--- config.mk ---
export PLATFORM = sky130hd
export DESIGN_NAME = plt_port_timing
export DESIGN_NICKNAME = d
export VERILOG_FILES = /design/src/rtl/plt_pkg.sv /design/src/rtl/plt_port_timing.sv /design/src/rtl/plt_delay.sv
export SDC_FILE = /design/constraint.sdc
export NUM_CORES = 1
export LEC_CHECK = 0
export BUFFER_PORTS_ARGS = -buffer_cell sky130_fd_sc_hd__buf_2
export CORE_ASPECT_RATIO = 0.7
export CORE_MARGIN = 5
export CORE_UTILIZATION = 30
export CTS_CLUSTER_SIZE = 24
export DETAILED_ROUTE_END_ITERATION = 6
export SYNTH_ARGS = -nofsm -noshare
export SYNTH_HDL_FRONTEND = slang
export SYNTH_HIERARCHICAL = 1
export SYNTH_SLANG_ARGS = --single-unit
--- constraint.sdc ---
create_clock -name i_core_clk -period 2.9 [get_ports i_core_clk]
set_input_delay 0.145 -clock i_core_clk [delete_from_list [all_inputs] [get_ports i_core_clk]]
set_output_delay 0.145 -clock i_core_clk [all_outputs]
set_load 0.01 [all_outputs]
--- src/rtl/plt_pkg.sv ---
package plt_pkg;

  ////////////////////////////////////////////////////////////////////////////
  // Clock and counter sizing
  localparam int unsigned CLK_PERIOD_NS = 100;
  localparam int unsigned CNT_W         = 18;
  localparam int unsigned SYNC_STAGES   = 2;

  typedef logic [CNT_W-1:0] plt_cnt_t;

  ////////////////////////////////////////////////////////////////////////////
  // Times as specified, in their own units
  localparam int unsigned NLP_WIDTH_NS     = 100;
  localparam int unsigned NLP_PERIOD_MS    = 16;
  localparam int unsigned FLP_PULSE_NS     = 100;
  localparam int unsigned FLP_CLK_US       = 125;
  localparam int unsigned FLP_DATA_US      = 62;
  localparam int unsigned FLP_BURST_MS     = 2;
  localparam int unsigned FLP_PERIOD_MS    = 16;
  localparam int unsigned SD_ON_MS         = 1;
  localparam int unsigned SD_OFF_US        = 350;
  localparam int unsigned LB_DEAD_US       = 550;
  localparam int unsigned LB100_NS         = 240;
  localparam int unsigned LB10_US          = 2;
  localparam int unsigned ISO_EXIT_US      = 100;
  localparam int unsigned BIT100_NS        = 10;
  localparam int unsigned TX_LAT_BITS      = 11;
  localparam int unsigned CRS_ON_HALF_BITS = 37;
  localparam int unsigned CRS_OFF_BITS     = 27;
  localparam int unsigned RX_LAT_BITS      = 38;
  localparam int unsigned REFCLK_RMII_NS   = 20;
  localparam int unsigned MCO_MII_NS       = 20;
  localparam int unsigned MCO_RMII_NS      = 10;

  // Reset values
  localparam logic [1:0] ELASTIC_DFLT = 2'h1;

  ////////////////////////////////////////////////////////////////////////////
  // Rounding of a time in ns to cycles, never below one cycle
  function automatic int unsigned cyc_near(input longint unsigned t_ns);
    longint unsigned c;
    c = (t_ns + CLK_PERIOD_NS / 2) / CLK_PERIOD_NS;
    return (c < 1) ? 1 : int'(c);
  endfunction

  function automatic int unsigned cyc_floor(input longint unsigned t_ns);
    longint unsigned c;
    c = t_ns / CLK_PERIOD_NS;
    return (c < 1) ? 1 : int'(c);
  endfunction

  ////////////////////////////////////////////////////////////////////////////
  // Derived cycle counts
  localparam int unsigned FLP_SLOTS      = (FLP_BURST_MS * 1000) / FLP_CLK_US;
  localparam int unsigned NLP_WIDTH_CYC  = cyc_near(NLP_WIDTH_NS);
  localparam int unsigned FLP_PULSE_CYC  = cyc_near(FLP_PULSE_NS);
  localparam int unsigned NLP_PERIOD_CYC = cyc_near(64'(NLP_PERIOD_MS) * 1000000);
  localparam int unsigned FLP_CLK_CYC    = cyc_near(64'(FLP_CLK_US) * 1000);
  localparam int unsigned FLP_DATA_CYC   = cyc_near(64'(FLP_DATA_US) * 1000);
  localparam int unsigned FLP_BURST_CYC  = cyc_near(64'(FLP_BURST_MS) * 1000000);
  localparam int unsigned FLP_PERIOD_CYC = cyc_near(64'(FLP_PERIOD_MS) * 1000000);
  localparam int unsigned SD_ON_CYC      = cyc_floor(64'(SD_ON_MS) * 1000000);
  localparam int unsigned SD_OFF_CYC     = cyc_floor(64'(SD_OFF_US) * 1000);
  localparam int unsigned LB_DEAD_CYC    = cyc_floor(64'(LB_DEAD_US) * 1000);
  localparam int unsigned LB100_CYC      = cyc_floor(LB100_NS);
  localparam int unsigned LB10_CYC       = cyc_floor(64'(LB10_US) * 1000);
  localparam int unsigned ISO_EXIT_CYC   = cyc_floor(64'(ISO_EXIT_US) * 1000);
  localparam int unsigned TX_LAT_CYC     = cyc_near(TX_LAT_BITS * BIT100_NS);
  localparam int unsigned CRS_ON_CYC     = cyc_near(CRS_ON_HALF_BITS * BIT100_NS / 2);
  localparam int unsigned CRS_OFF_CYC    = cyc_near(CRS_OFF_BITS * BIT100_NS);
  localparam int unsigned RX_LAT_CYC     = cyc_near(RX_LAT_BITS * BIT100_NS);
  localparam int unsigned MCO_MII_CYC    = cyc_near(MCO_MII_NS);
  localparam int unsigned MCO_RMII_CYC   = cyc_near(MCO_RMII_NS);

endpackage

--- src/rtl/plt_port_timing.sv ---
`timescale 1ns/100ps

// Summary of operation
// - Idle 10 Mb/s sends one-cycle pulse every 16 ms
// - FLP clock pulses 125 us apart, 100 ns
// - Data pulse 62 us after clock for one
// - Burst spans 2 ms, bursts repeat each 16 ms
// - Signal detect rises within 1 ms; held low at 10 Mb/s
// - Signal detect falls within 350 us
// - Loopback entry at 100 Mb/s blanks receive
// - 100 Mb/s loopback valid within 240 ns
// - 10 Mb/s loopback valid within 2 us
// - Reference clock times all RMII transfers
// - Transmit bits and enable sampled rising edge
// - Transmit data reaches line after 11 bits
// - Receive outputs change after rising edge
// - Carrier valid rises 18.5 bits after start
// - Carrier valid drops 27 bits after end
// - Asynchronous rise, toggles at packet end
// - Extra synchronous receive data valid output
// - Receive data appears 38 bits after pair
// - Elasticity setting defaults to 01
// - Isolate clear resumes operation within 100 us
// - MAC clock out toggles every core clock cycle, in either mode

module plt_port_timing #(
  parameter int unsigned P_NLP_PERIOD_CYC = plt_pkg::NLP_PERIOD_CYC,
  parameter int unsigned P_FLP_PERIOD_CYC = plt_pkg::FLP_PERIOD_CYC,
  parameter int unsigned P_FLP_BURST_CYC  = plt_pkg::FLP_BURST_CYC,
  parameter int unsigned P_SD_ON_CYC      = plt_pkg::SD_ON_CYC,
  parameter int unsigned P_LB_DEAD_CYC    = plt_pkg::LB_DEAD_CYC
) (
  input  wire logic                     i_core_clk,
  input  wire logic                     i_nrst,
  input  wire logic                     i_speed_100,
  input  wire logic                     i_autoneg_en,
  input  wire logic [plt_pkg::FLP_SLOTS-1:0] i_flp_word,
  input  wire logic                     i_rmii_mode,
  input  wire logic                     i_loopback,
  input  wire logic                     i_isolate_ctl,
  input  wire logic                     i_elastic_wr,
  input  wire logic [1:0]               i_elastic_cfg,
  input  wire logic                     i_rx_energy,
  input  wire logic                     i_rx_sos,
  input  wire logic                     i_rx_eos,
  input  wire logic                     i_rx_dv_line,
  input  wire logic [1:0]               i_rxd_line,
  input  wire logic                     i_rx_er_line,
  input  wire logic                     i_tx_en,
  input  wire logic [1:0]               i_txd,
  output logic                          o_link_pulse,
  output logic                          o_signal_detect,
  output logic                          o_line_tx_en,
  output logic [1:0]                    o_line_txd,
  output logic                          o_crs_dv,
  output logic                          o_rx_dv,
  output logic [1:0]                    o_rxd,
  output logic                          o_rx_er,
  output logic                          o_isolated,
  output logic                          o_mac_clock_out,
  output logic [1:0]                    o_elastic_sel
);
  import plt_pkg::*;

  // Delay depths; receive paths lose one stage to the output flops
  localparam int unsigned RX_DEPTH    = RX_LAT_CYC - 1;
  localparam int unsigned LB100_DEPTH = LB100_CYC - 1;
  localparam int unsigned LB10_DEPTH  = LB10_CYC - 1;
  localparam int unsigned OFF_DEPTH   = CRS_OFF_CYC - 1;
  localparam int unsigned LP_WIDTH    = FLP_PULSE_CYC;

  ////////////////////////////////////////////////////////////////////////////
  // Declarations
  logic       energy_m_q;
  logic       energy_s_q;
  plt_cnt_t   sd_cnt_q;
  plt_cnt_t   sd_cnt_d;
  logic       sd_q;
  logic       sd_d;
  plt_cnt_t   prd_q;
  plt_cnt_t   prd_d;
  plt_cnt_t   slot_cnt_q;
  plt_cnt_t   slot_cnt_d;
  logic [4:0] slot_idx_q;
  logic [4:0] slot_idx_d;
  plt_cnt_t   pw_q;
  plt_cnt_t   pw_d;
  logic       pulse_q;
  plt_cnt_t   iso_cnt_q;
  logic       iso_q;
  logic       lb_q;
  plt_cnt_t   dead_cnt_q;
  logic       crs_q;
  logic       tgl_q;
  logic [3:0] rx_q;
  plt_cnt_t   mco_cnt_q;
  logic       mco_q;
  logic [1:0] elastic_q;

  ////////////////////////////////////////////////////////////////////////////
  // Energy pin synchroniser
  always_ff @(posedge i_core_clk or negedge i_nrst) begin
    if (!i_nrst) begin
      energy_m_q <= 1'b0;
      energy_s_q <= 1'b0;
    end else begin
      energy_m_q <= i_rx_energy;
      energy_s_q <= energy_m_q;
    end
  end

  ////////////////////////////////////////////////////////////////////////////
  // Signal detect filter, 100 Mb/s only; limit leaves room for the sync
  wire      sd_mismatch = i_speed_100 & (energy_s_q ^ sd_q);
  plt_cnt_t sd_lim;

  assign sd_lim = sd_q ? plt_cnt_t'(SD_OFF_CYC - SYNC_STAGES - 1)
                       : plt_cnt_t'(P_SD_ON_CYC - SYNC_STAGES - 1);
  assign sd_d   = !i_speed_100 ? 1'b0
                : (sd_mismatch && sd_cnt_q >= sd_lim) ? energy_s_q
                : sd_q;
  assign sd_cnt_d = (!sd_mismatch || sd_d != sd_q) ? '0 : sd_cnt_q + 1'b1;

  always_ff @(posedge i_core_clk or negedge i_nrst) begin
    if (!i_nrst) begin
      sd_q     <= 1'b0;
      sd_cnt_q <= '0;
    end else begin
      sd_q     <= sd_d;
      sd_cnt_q <= sd_cnt_d;
    end
  end

  assign o_signal_detect = sd_q;

  ////////////////////////////////////////////////////////////////////////////
  // Link pulse sequencer: one period counter for NLP and FLP
  wire      nlp_en  = !i_speed_100 && !i_autoneg_en && !i_tx_en;
  wire      lp_en   = nlp_en || i_autoneg_en;
  wire      prd_end = (prd_q == (i_autoneg_en ? plt_cnt_t'(P_FLP_PERIOD_CYC - 1)
                                              : plt_cnt_t'(P_NLP_PERIOD_CYC - 1)));
  wire      slot_end = (slot_cnt_q == plt_cnt_t'(FLP_CLK_CYC - 1));
  wire      in_burst = (prd_q <= plt_cnt_t'(P_FLP_BURST_CYC));
  wire      flp_clk  = i_autoneg_en && in_burst && slot_cnt_q == '0
                       && slot_idx_q <= 5'(FLP_SLOTS);
  wire      flp_dat  = i_autoneg_en && in_burst && slot_idx_q < 5'(FLP_SLOTS)
                       && slot_cnt_q == plt_cnt_t'(FLP_DATA_CYC)
                       && i_flp_word[slot_idx_q[3:0]];
  wire      nlp_trig = nlp_en && prd_q == '0;
  wire      lp_trig  = nlp_trig || flp_clk || flp_dat;

  assign prd_d      = (!lp_en || prd_end) ? '0 : prd_q + 1'b1;
  assign slot_cnt_d = (!lp_en || prd_end || slot_end) ? '0 : slot_cnt_q + 1'b1;
  assign slot_idx_d = (!lp_en || prd_end) ? 5'h0
                    : (slot_end && slot_idx_q <= 5'(FLP_SLOTS)) ? slot_idx_q + 5'h1
                    : slot_idx_q;
  assign pw_d       = lp_trig ? plt_cnt_t'(LP_WIDTH - 1)
                    : (pw_q != '0) ? pw_q - 1'b1 : '0;

  always_ff @(posedge i_core_clk or negedge i_nrst) begin
    if (!i_nrst) begin
      prd_q      <= '0;
      slot_cnt_q <= '0;
      slot_idx_q <= 5'h0;
      pw_q       <= '0;
      pulse_q    <= 1'b0;
    end else begin
      prd_q      <= prd_d;
      slot_cnt_q <= slot_cnt_d;
      slot_idx_q <= slot_idx_d;
      pw_q       <= pw_d;
      pulse_q    <= lp_trig || pw_q != '0;
    end
  end

  assign o_link_pulse = pulse_q;

  ////////////////////////////////////////////////////////////////////////////
  // Isolate exit timer
  always_ff @(posedge i_core_clk or negedge i_nrst) begin
    if (!i_nrst) begin
      iso_q     <= 1'b0;
      iso_cnt_q <= '0;
    end else if (i_isolate_ctl) begin
      iso_q     <= 1'b1;
      iso_cnt_q <= '0;
    end else if (iso_q) begin
      iso_q     <= (iso_cnt_q != plt_cnt_t'(ISO_EXIT_CYC - 1));
      iso_cnt_q <= iso_cnt_q + 1'b1;
    end
  end

  assign o_isolated = iso_q;

  ////////////////////////////////////////////////////////////////////////////
  // Transmit path: MAC bits sampled on the rising edge, fixed line latency
  wire [2:0] tx_in = iso_q ? 3'h0 : {i_tx_en, i_txd};
  wire [2:0] tx_line;

  plt_delay #(.WIDTH(3), .DEPTH(TX_LAT_CYC)) u_tx_dly (
    .i_core_clk (i_core_clk),
    .i_nrst     (i_nrst),
    .i_data     (tx_in),
    .o_data     (tx_line)
  );

  assign o_line_tx_en = tx_line[2];
  assign o_line_txd   = tx_line[1:0];

  ////////////////////////////////////////////////////////////////////////////
  // Receive, loopback and carrier delay lines
  wire [3:0] rx_line;
  wire [2:0] lb100_out;
  wire [2:0] lb10_out;
  wire       crs_on_tap;
  wire       crs_off_tap;

  plt_delay #(.WIDTH(4), .DEPTH(RX_DEPTH)) u_rx_dly (
    .i_core_clk (i_core_clk),
    .i_nrst     (i_nrst),
    .i_data     ({i_rx_er_line, i_rx_dv_line, i_rxd_line}),
    .o_data     (rx_line)
  );

  plt_delay #(.WIDTH(3), .DEPTH(LB100_DEPTH)) u_lb100_dly (
    .i_core_clk (i_core_clk),
    .i_nrst     (i_nrst),
    .i_data     (tx_in),
    .o_data     (lb100_out)
  );

  plt_delay #(.WIDTH(3), .DEPTH(LB10_DEPTH)) u_lb10_dly (
    .i_core_clk (i_core_clk),
    .i_nrst     (i_nrst),
    .i_data     (tx_in),
    .o_data     (lb10_out)
  );

  plt_delay #(.WIDTH(1), .DEPTH(CRS_ON_CYC)) u_crs_on_dly (
    .i_core_clk (i_core_clk),
    .i_nrst     (i_nrst),
    .i_data     (i_rx_sos),
    .o_data     (crs_on_tap)
  );

  plt_delay #(.WIDTH(1), .DEPTH(OFF_DEPTH)) u_crs_off_dly (
    .i_core_clk (i_core_clk),
    .i_nrst     (i_nrst),
    .i_data     (i_rx_eos),
    .o_data     (crs_off_tap)
  );

  ////////////////////////////////////////////////////////////////////////////
  // Loopback dead time after entry at 100 Mb/s
  always_ff @(posedge i_core_clk or negedge i_nrst) begin
    if (!i_nrst) begin
      lb_q       <= 1'b0;
      dead_cnt_q <= '0;
    end else begin
      lb_q <= i_loopback;
      if (i_loopback && !lb_q && i_speed_100) begin
        dead_cnt_q <= plt_cnt_t'(P_LB_DEAD_CYC);
      end else if (dead_cnt_q != '0) begin
        dead_cnt_q <= dead_cnt_q - 1'b1;
      end
    end
  end

  // Receive source selection, blanked in isolate and dead time
  wire [2:0] lb_src = i_speed_100 ? lb100_out : lb10_out;
  wire [3:0] lb_rx  = (dead_cnt_q != '0) ? 4'h0 : {1'b0, lb_src};
  wire [3:0] rx_sel = iso_q ? 4'h0 : i_loopback ? lb_rx : rx_line;

  // Receive output flops and carrier state
  always_ff @(posedge i_core_clk or negedge i_nrst) begin
    if (!i_nrst) begin
      rx_q  <= 4'h0;
      crs_q <= 1'b0;
      tgl_q <= 1'b0;
    end else begin
      rx_q  <= rx_sel;
      crs_q <= crs_on_tap || (crs_q && !crs_off_tap);
      tgl_q <= !crs_q && rx_q[2] && !tgl_q;
    end
  end

  assign o_rx_er  = rx_q[3];
  assign o_rx_dv  = rx_q[2];
  assign o_rxd    = rx_q[1:0];
  // Rise straight from the tap, toggle while data drains after carrier
  assign o_crs_dv = !iso_q && (i_loopback ? rx_q[2]
                  : (crs_on_tap || crs_q || (rx_q[2] && tgl_q)));

  ////////////////////////////////////////////////////////////////////////////
  // MAC clock output, half period chosen by interface mode
  wire plt_cnt_t mco_half = i_rmii_mode ? plt_cnt_t'(MCO_RMII_CYC) : plt_cnt_t'(MCO_MII_CYC);
  wire           mco_flip = (mco_cnt_q >= mco_half - 1'b1);

  always_ff @(posedge i_core_clk or negedge i_nrst) begin
    if (!i_nrst) begin
      mco_cnt_q <= '0;
      mco_q     <= 1'b0;
    end else begin
      mco_cnt_q <= mco_flip ? '0 : mco_cnt_q + 1'b1;
      mco_q     <= mco_flip ? !mco_q : mco_q;
    end
  end

  assign o_mac_clock_out = mco_q;

  ////////////////////////////////////////////////////////////////////////////
  // Elasticity setting, defaults to 01 at reset
  always_ff @(posedge i_core_clk or negedge i_nrst) begin
    if (!i_nrst) begin
      elastic_q <= ELASTIC_DFLT;
    end else if (i_elastic_wr) begin
      elastic_q <= i_elastic_cfg;
    end
  end

  assign o_elastic_sel = elastic_q;

endmodule

--- src/rtl/plt_delay.sv ---
`timescale 1ns/100ps

module plt_delay #(
  parameter int unsigned WIDTH = 1,
  parameter int unsigned DEPTH = 1
) (
  input  wire logic             i_core_clk,
  input  wire logic             i_nrst,
  input  wire logic [WIDTH-1:0] i_data,
  output logic      [WIDTH-1:0] o_data
);
  import plt_pkg::*;

  logic [WIDTH-1:0] stage_q [DEPTH];

  // Fixed-latency shift line, input captured on every rising edge
  always_ff @(posedge i_core_clk or negedge i_nrst) begin
    if (!i_nrst) begin
      for (int i = 0; i < DEPTH; i++) begin
        stage_q[i] <= '0;
      end
    end else begin
      stage_q[0] <= i_data;
      for (int i = 1; i < DEPTH; i++) begin
        stage_q[i] <= stage_q[i-1];
      end
    end
  end

  assign o_data = stage_q[DEPTH-1];

endmodule

==> flow_summary.yaml, run 1 <==
finish:
  areaGrowthSynthToFinish_pct: 18.5
  fin_util_pct: 36.2
  fillers: 2734
  multi_input_area_mm2: 0.00312
  drive_above_1_share_pct: 13.0
  final-seq-area_mm2: 0.00518
  stdcell_count: 1201
  antenna_cells: 0
  fin_nets: 869
worst_setup_path:
  crit_chain: "inv_1, ha_1, nor4b_1, nand2_1, nor3_1, or3b_2, xor2_1, nor2_1"
  r2r_start: "dead_cnt_q[0]$_DFFE_PN0P_"
  crit_arrival_ns: 3.00
  r2r_end: "dead_cnt_q[14]$_DFFE_PN0P_"
  crit_fanout: 6
  critPathCaptureType: "flip-flop"
  startpoint: "dead_cnt_q[0]$_DFFE_PN0P_"
  critPathMaxStageDelay_ns: 0.49
  reg2reg_depth: 8
  cp.depth: 8
  slowest_stage: "or3b_2"
  reg2reg_slack_ns: 0.28
  crit_type: "flip-flop to flip-flop"
  cp.required_ns: 3.28
  cp_num_buf_inv: 1
  critPathTopFamily: "simple AND/OR/NAND/NOR gates"
  cp-start-kind: "flip-flop"
  worstSetupEndpoint: "dead_cnt_q[14]$_DFFE_PN0P_"
job:
  maxCapViolCount: 0
global_routing:
  grt_use_total_pct: 10.4
  grt_pass1_wl_mm: 27.4
  grt_pass1_vias: 5230
  grt_max_degree: 128
  globalRouteOverflowTotal: 0
  grt_antenna_before_repair: 0
clock_tree:
  path_clk_slew_ns: 0.07
  cts_max_level: 1
  cts_made_buffers: 22
  cts_tree: "yes"
  cts.path.max_buffers: 3
  clkLatencyLatePin_ns: 0.52
  post_cts_buffers: 0
  ctsResizeCount: 0
  cts_hold_buf: 18
  cts_root_buffer: "clkbuf_16"
  cts.sinks: 207
die:
  die_h_um: 151
  start_util_pct: 30.5
  num_io_pins: 50
  num_rows: 51
  die_x_um: 211
  coreArea_mm2: 0.0279
  dieArea_mm2: 0.0319
synth:
  synthDistinctLibCells: 57
  ys_seq_elements: 207
  seq_area_frac_synth_pct: 60.9
  synth-async-reset-ratio_pct: 100
  avgSynthCellArea_um2: 11.5
  netlist_area_mm2: 0.00851
  synth_ff_type: "dfrtp_1"
  synth-edff-count: 0
  yosys_warnings: 6
  synth_cells: 740
placed_design:
  post-place-ws_ns: 0.279
  gp_congestion: 0.783
  port-buffer-count: 48
  place_hpwl_mm: 10.4
  dp_cells: 1144
sta:
  relSlewSlack_pct: 42.5
  timing.final.ws_setup_ns: 0.275
  slew_violations: 0
  setup_viol: 0
  worst_pin_slew_ns: 0.859
  rsz0062_at_grt: "no"
  finalSetupTns_ns: 0
  finalCritPeriodShare_pct: 90.5
  hold_violations: 0
  finClkSkew_ns: 0.0125
  period_needed_ns: 2.62
  max_freq_ghz: 0.381
outcome:
  run_status: "finished clean"
drt:
  dr.first_iter.drc_count: 327
  wl_mm: 16.2
  firstDrtPassIters: 4
  viasPerCell: 4.47
  ant_nets: 0
  vias: 5368
  drc: 0
  wl_per_cell_um: 13.5
power:
  ir_worst_vdd_mv: 0.436
  power_leakage_nw: 4.54
  powerDensity_mw_per_mm2: 680
  totalPowerFinal_mw: 6.86
worst_hold_path:
  hold_start: "i_isolate_ctl"
  hp-class: "primary input to flip-flop"
-- area by class of cell --
class | instances | area share (%)
clock buffers | 32 | 6.13
clock inverters | 7 | 1.23
inverters | 21 | 0.782
multi-input cells | 491 | 30.9
flip-flops and latches | 207 | 51.4
well taps | 371 | 4.60
repair buffers | 72 | 4.95
-- stage by stage --
stage	instance area (um^2)	hold WS, ns
after floorplan	8510	-0.151
after global placement	9160	0.0110
after detailed placement	9160	0.00887
after CTS	10100	0.0121
after global routing	10100	0.0407
final	10100	0.0288
-- kinds of logic (layout without fill, tap and decap cells) --
| group | Yosys count | in the layout | share of synthesized area, % |
|---|---|---|---|
| buffers and inverters | 44 | 132 | 2.52 |
| muxes | 15 | 15 | 2.09 |
| DFF | 207 | 207 | 60.9 |
| xor gates and xnor gates | 89 | 89 | 9.16 |
| adders and majority gates | 18 | 18 | 2.65 |
| other | 1 | 3 | 0.0441 |
| and+or+nand+nor | 324 | 324 | 19.1 |
| AOI/OAI and AO/OA | 42 | 42 | 3.50 |
-- worst min path at each step --
| stage | endpoint | cells past startpoint | slack [ns] |
|---|---|---|---|
| floorplan | crs_q$_DFF_PN0_ | 0 | -0.15 |
| global route | o_signal_detect$_DFF_PN0_ | 2 | 0.04 |
| finish | iso_cnt_q[10]$_DFFE_PN0P_ | 2 | 0.03 |
| global placement | u_tx_dly/o_data[0]$_DFF_PN0_ | 1 | 0.01 |
| detailed placement | u_tx_dly/o_data[0]$_DFF_PN0_ | 1 | 0.009 |
| CTS | iso_cnt_q[14]$_DFFE_PN0P_ | 2 | 0.01 |
-- metal layers --
metal	wire length [um]	up-vias	part of all wire (%)	global-route usage, %
met1	8710	2624	54	16.4
met5	0	-	0	0
met4	376	0	2.3	2.53
met3	717	26	4.4	2.53
li1	-	2644	-	-
met2	6440	74	40	14.3
-- power breakdown --
group          switching, mW  leakage [nW]  internal [mW]  total, mW
Combinational          0.402          1.42          0.321      0.723
Clock                   1.15         0.358           1.75       2.90
Sequential             0.166          2.75           3.07       3.23
-- sequential cells by signal, indices dropped and copies added, names as in the netlist, 2 cells and up --
register and flops:
u_lb10_dly/stage_q 54, prd_q 18, sd_cnt_q 18, u_rx_dly/o_data 4
slot_idx_q 5, o_elastic_sel 2, u_tx_dly/o_data 3, rx_q 4
u_lb100_dly/o_data 3, u_lb10_dly/o_data 3, pw_q 18, iso_cnt_q 18
slot_cnt_q 18, dead_cnt_q 18, u_rx_dly/stage_q 8
-- Yosys cell counts, drive strengths merged (2+ instances only) --
cell | number | area (um^2)
buf | 15 | 105
mux2 | 2 | 22.5
or2 | 4 | 25.0
o32ai | 2 | 25.0
nand3 | 32 | 160
mux2i | 11 | 110
or4 | 6 | 52.6
or4b | 2 | 20.0
xnor2 | 36 | 315
o211ai | 3 | 22.5
inv | 21 | 78.8
nor4bb | 2 | 20.0
nor2b | 6 | 37.5
o21ai | 11 | 55.1
xor2 | 53 | 464
nand4 | 14 | 87.6
dfrtp | 206 | 5150
o31ai | 3 | 22.5
or3b | 2 | 17.5
nand2b | 3 | 18.8
a311o | 2 | 20.0
a21o | 2 | 15.0
nor4 | 14 | 87.6
and2 | 3 | 18.8
or3 | 11 | 68.8
a211oi | 5 | 42.5
mux4 | 2 | 45.0
a21oi | 8 | 40.0
and3 | 11 | 70.1
nand2 | 44 | 165
nor3b | 4 | 30.0
and4 | 7 | 61.3
nor2 | 128 | 485
clkbuf | 8 | 30.0
nor3 | 21 | 116
nand3b | 2 | 15.0
ha | 18 | 225
nor4b | 6 | 52.6
-- placed cells by master, fill, tap and decap left out, types with 3 or more instances in the layout --
master         Yosys  layout
dfrtp_1          206     206
nand3_1           32      32
nor3_1            20      20
nor3b_1            4       4
nand2b_1           3       3
buf_2              3      47
or3_1             11      11
clkbuf_16          0      22
and4_1             7       7
buf_4              8       4
clkbuf_1           8       7
or4_1              4       4
bufinv_16          0       3
and3_1            10      10
nor4b_1            6       6
xnor2_1           36      36
o21ai_0           11      11
or2_2              4       4
o211ai_1           3       3
nand4_1           14      14
nand2_1           44      44
nor4_1            14      14
conb_1             1       3
inv_1             21      21
ha_1              18      18
and2_1             3       3
clkbuf_8           0       4
nor2_1           126     126
o31ai_1            3       3
nor2b_1            6       6
mux2i_1           11      11
a21oi_1            8       8
dlygate4sd3_1      0      18
a211oi_1           4       4
xor2_1            53      53
(Power assumes the default switching activity.)
==> run 2: changes to the inputs <==
--- a/config.mk
+++ b/config.mk
@@ -9,6 +9,7 @@
 export CORE_ASPECT_RATIO = 0.7
 export CORE_MARGIN = 5
 export CORE_UTILIZATION = 30
+export CTS_BUF_LIST = sky130_fd_sc_hd__clkbuf_8
 export CTS_CLUSTER_SIZE = 24
 export DETAILED_ROUTE_END_ITERATION = 6
 export SYNTH_ARGS = -nofsm -noshare
==> constraint.sdc (replaced) <==
create_clock -name i_core_clk -period 3 [get_ports i_core_clk]
set_input_delay 0.15 -clock i_core_clk [delete_from_list [all_inputs] [get_ports i_core_clk]]
set_output_delay 0.15 -clock i_core_clk [all_outputs]
set_load 0.01 [all_outputs]
==> run 2 against run 1 <==
Critical path depth did not move. Cell count rose by 2.2%. Worst hold slack improved by 0.0026 ns. Setup slack improved by 0.17 ns. Count of clock-buffer cells in the layout rose by 7. Utilization barely moved. First-iteration DRC count fell by 17%. Sequential cell count did not move. Fmax rose by 2.9%. Clock power fell by 7.6%. Combinational power fell by 3.3%. Critical path type unchanged. Highest routed layer unchanged.
==> flow_summary.yaml, run 2 (synthesis results as in run 1) <==
global_routing:
  grt_antenna_before_repair: 0
  grt_max_degree: 89
  globalRouteOverflowTotal: 0
  grt_use_total_pct: 10.6
  grt_pass1_vias: 5424
  grt_pass1_wl_mm: 27.8
die:
  start_util_pct: 30.5
  coreArea_mm2: 0.0279
  dieArea_mm2: 0.0319
  num_io_pins: 50
  die_x_um: 211
  num_rows: 51
  die_h_um: 151
worst_hold_path:
  hp-class: "primary input to flip-flop"
  hold_path_depth: 2
power:
  power_leakage_nw: 4.62
  ir_worst_vdd_mv: 0.440
  powerDensity_mw_per_mm2: 644
outcome:
  run_status: "finished clean"
drt:
  vias: 5400
  viasPerCell: 4.40
  drc: 0
  wl_per_cell_um: 13.1
  wl_mm: 16.1
  ant_nets: 0
  firstDrtPassIters: 4
  dr.first_iter.drc_count: 273
job:
  maxCapViolCount: 0
finish:
  layout_commonest_cell: "dfrtp_1"
  largest-register: "u_lb10_dly/stage_q"
  layout_common_cells: "206 x dfrtp_1, 126 x nor2_1, 53 x xor2_1, 47 x buf_2, 44 x nand2_1"
  fillers: 2758
  finalInstanceArea_mm2: 0.0101
  largest_register_ffs: 54
  antenna_cells: 0
  final-seq-area_mm2: 0.00518
  drive_above_1_share_pct: 15.1
  fin_nets: 884
  multi_input_area_mm2: 0.00312
  areaGrowthSynthToFinish_pct: 18.7
worst_setup_path:
  crit_fanout: 6
  slowest_stage: "or3b_2"
  reg2reg_depth: 8
  crit_chain: "inv_1, ha_1, nor4b_1, nand2_1, nor3_1, or3b_2, xor2_1, nor2_1"
  crit_type: "flip-flop to flip-flop"
  reg2reg_slack_ns: 0.45
  cp-start-kind: "flip-flop"
  critPathCaptureType: "flip-flop"
  critPathMaxStageDelay_ns: 0.49
  crit_arrival_ns: 2.92
  cp.required_ns: 3.36
clock_tree:
  cts.sinks: 207
  cts.path.max_buffers: 3
  cts_tree: "yes"
  cts_root_buffer: "clkbuf_8"
  post_cts_buffers: 0
  cts_made_buffers: 35
  cts_max_level: 2
  path_clk_slew_ns: 0.06
  clkLatencyLatePin_ns: 0.52
sta:
  setup_viol: 0
  finalCritPeriodShare_pct: 85.0
  relSlewSlack_pct: 40.7
  finalSetupTns_ns: 0
  max_freq_ghz: 0.392
  slew_violations: 0
  worst_pin_slew_ns: 0.886
  hold_violations: 0
  finClkSkew_ns: 0.0270
  rsz0062_at_grt: "no"
  period_needed_ns: 2.55
placed_design:
  place_hpwl_mm: 10.4
  port-buffer-count: 48
  placed_area_mm2: 0.00917
  gp_congestion: 0.773
-- run 2: cell count changes in the layout (fill, tap and decap cells not counted), sizes merged --
cell / previous run / this run
clkinvlp: 1 / 0
inv: 21 / 35
bufinv: 3 / 4
clkbuf: 33 / 40
buf: 53 / 55
clkinv: 3 / 6
-- run 2: worst max-delay path, delay by kind of cell (launching register included) --
| kind | cells | cell delay [ns] |
|---|---|---|
| AND/OR/NAND/NOR | 5 | 1.58 |
| flip-flops | 1 | 0.41 |
| XOR/XNOR | 1 | 0.14 |
| adder cells (fa/ha/maj) | 1 | 0.19 |
| buffers and inverters | 1 | 0.09 |
-- run 2: stage by stage --
step | power (mW) | hold slack, ns | util, % | instances | setup slack, ns
2_1_floorplan | 3.64 | -0.146 | - | 742 | 0.743
3_3_place_gp | 3.83 | 0.256 | 32.9 | 1146 | 0.493
4_1_cts | 6.62 | 0.000126 | 36.2 | 1226 | 0.466
3_5_place_dp | 3.85 | 0.259 | 32.9 | 1146 | 0.472
6_report | 6.50 | 0.0314 | 36.2 | 1227 | 0.449
5_1_grt | 6.90 | 0.00804 | 36.2 | 1227 | 0.249
-- run 2: final cells by class --
type,count,share of cell area (%)
sequential,207,51.3
inverter,21,0.781
clock inverter,24,2.11
clock buffer,39,5.32
tap,371,4.60
timing repair buffer,74,4.97
multi-input combinational,491,30.9
-- run 2: timing repair --
item                      in CTS  in global routing
hold buffers                  17                  1
resized for setup              0                  0
hold endpoints to repair     101                  2
-- run 2: routing by layer --
metal  vias up  track usage [%]  wire length (um)
met4         0             3.11               292
met2        93             14.1              6310
met1      2595             16.6              8730
li1       2685                -                 -
met3        27             2.77               755
met5         -                0                 0
-- run 2: report_power, final --
part / switching (mW) / internal, mW / total, mW / leakage [nW]
combinational: 0.388 / 0.311 / 0.699 / 1.43
sequential: 0.158 / 2.97 / 3.12 / 2.75
clock: 1.13 / 1.55 / 2.68 / 0.433
-- run 2: final timing paths --
kind,start,endpoint
min,i_isolate_ctl,iso_cnt_q[10]$_DFFE_PN0P_
min in group asynchronous,i_nrst,sd_cnt_q[12]$_DFF_PN0_
max in group asynchronous,i_nrst,o_elastic_sel[0]$_DFFE_PN1P_
max,dead_cnt_q[0]$_DFFE_PN0P_,dead_cnt_q[14]$_DFFE_PN0P_
max reg2reg,dead_cnt_q[0]$_DFFE_PN0P_,dead_cnt_q[14]$_DFFE_PN0P_
min reg2reg,u_lb10_dly/stage_q[56]$_DFF_PN0_,u_lb10_dly/stage_q[53]$_DFF_PN0_
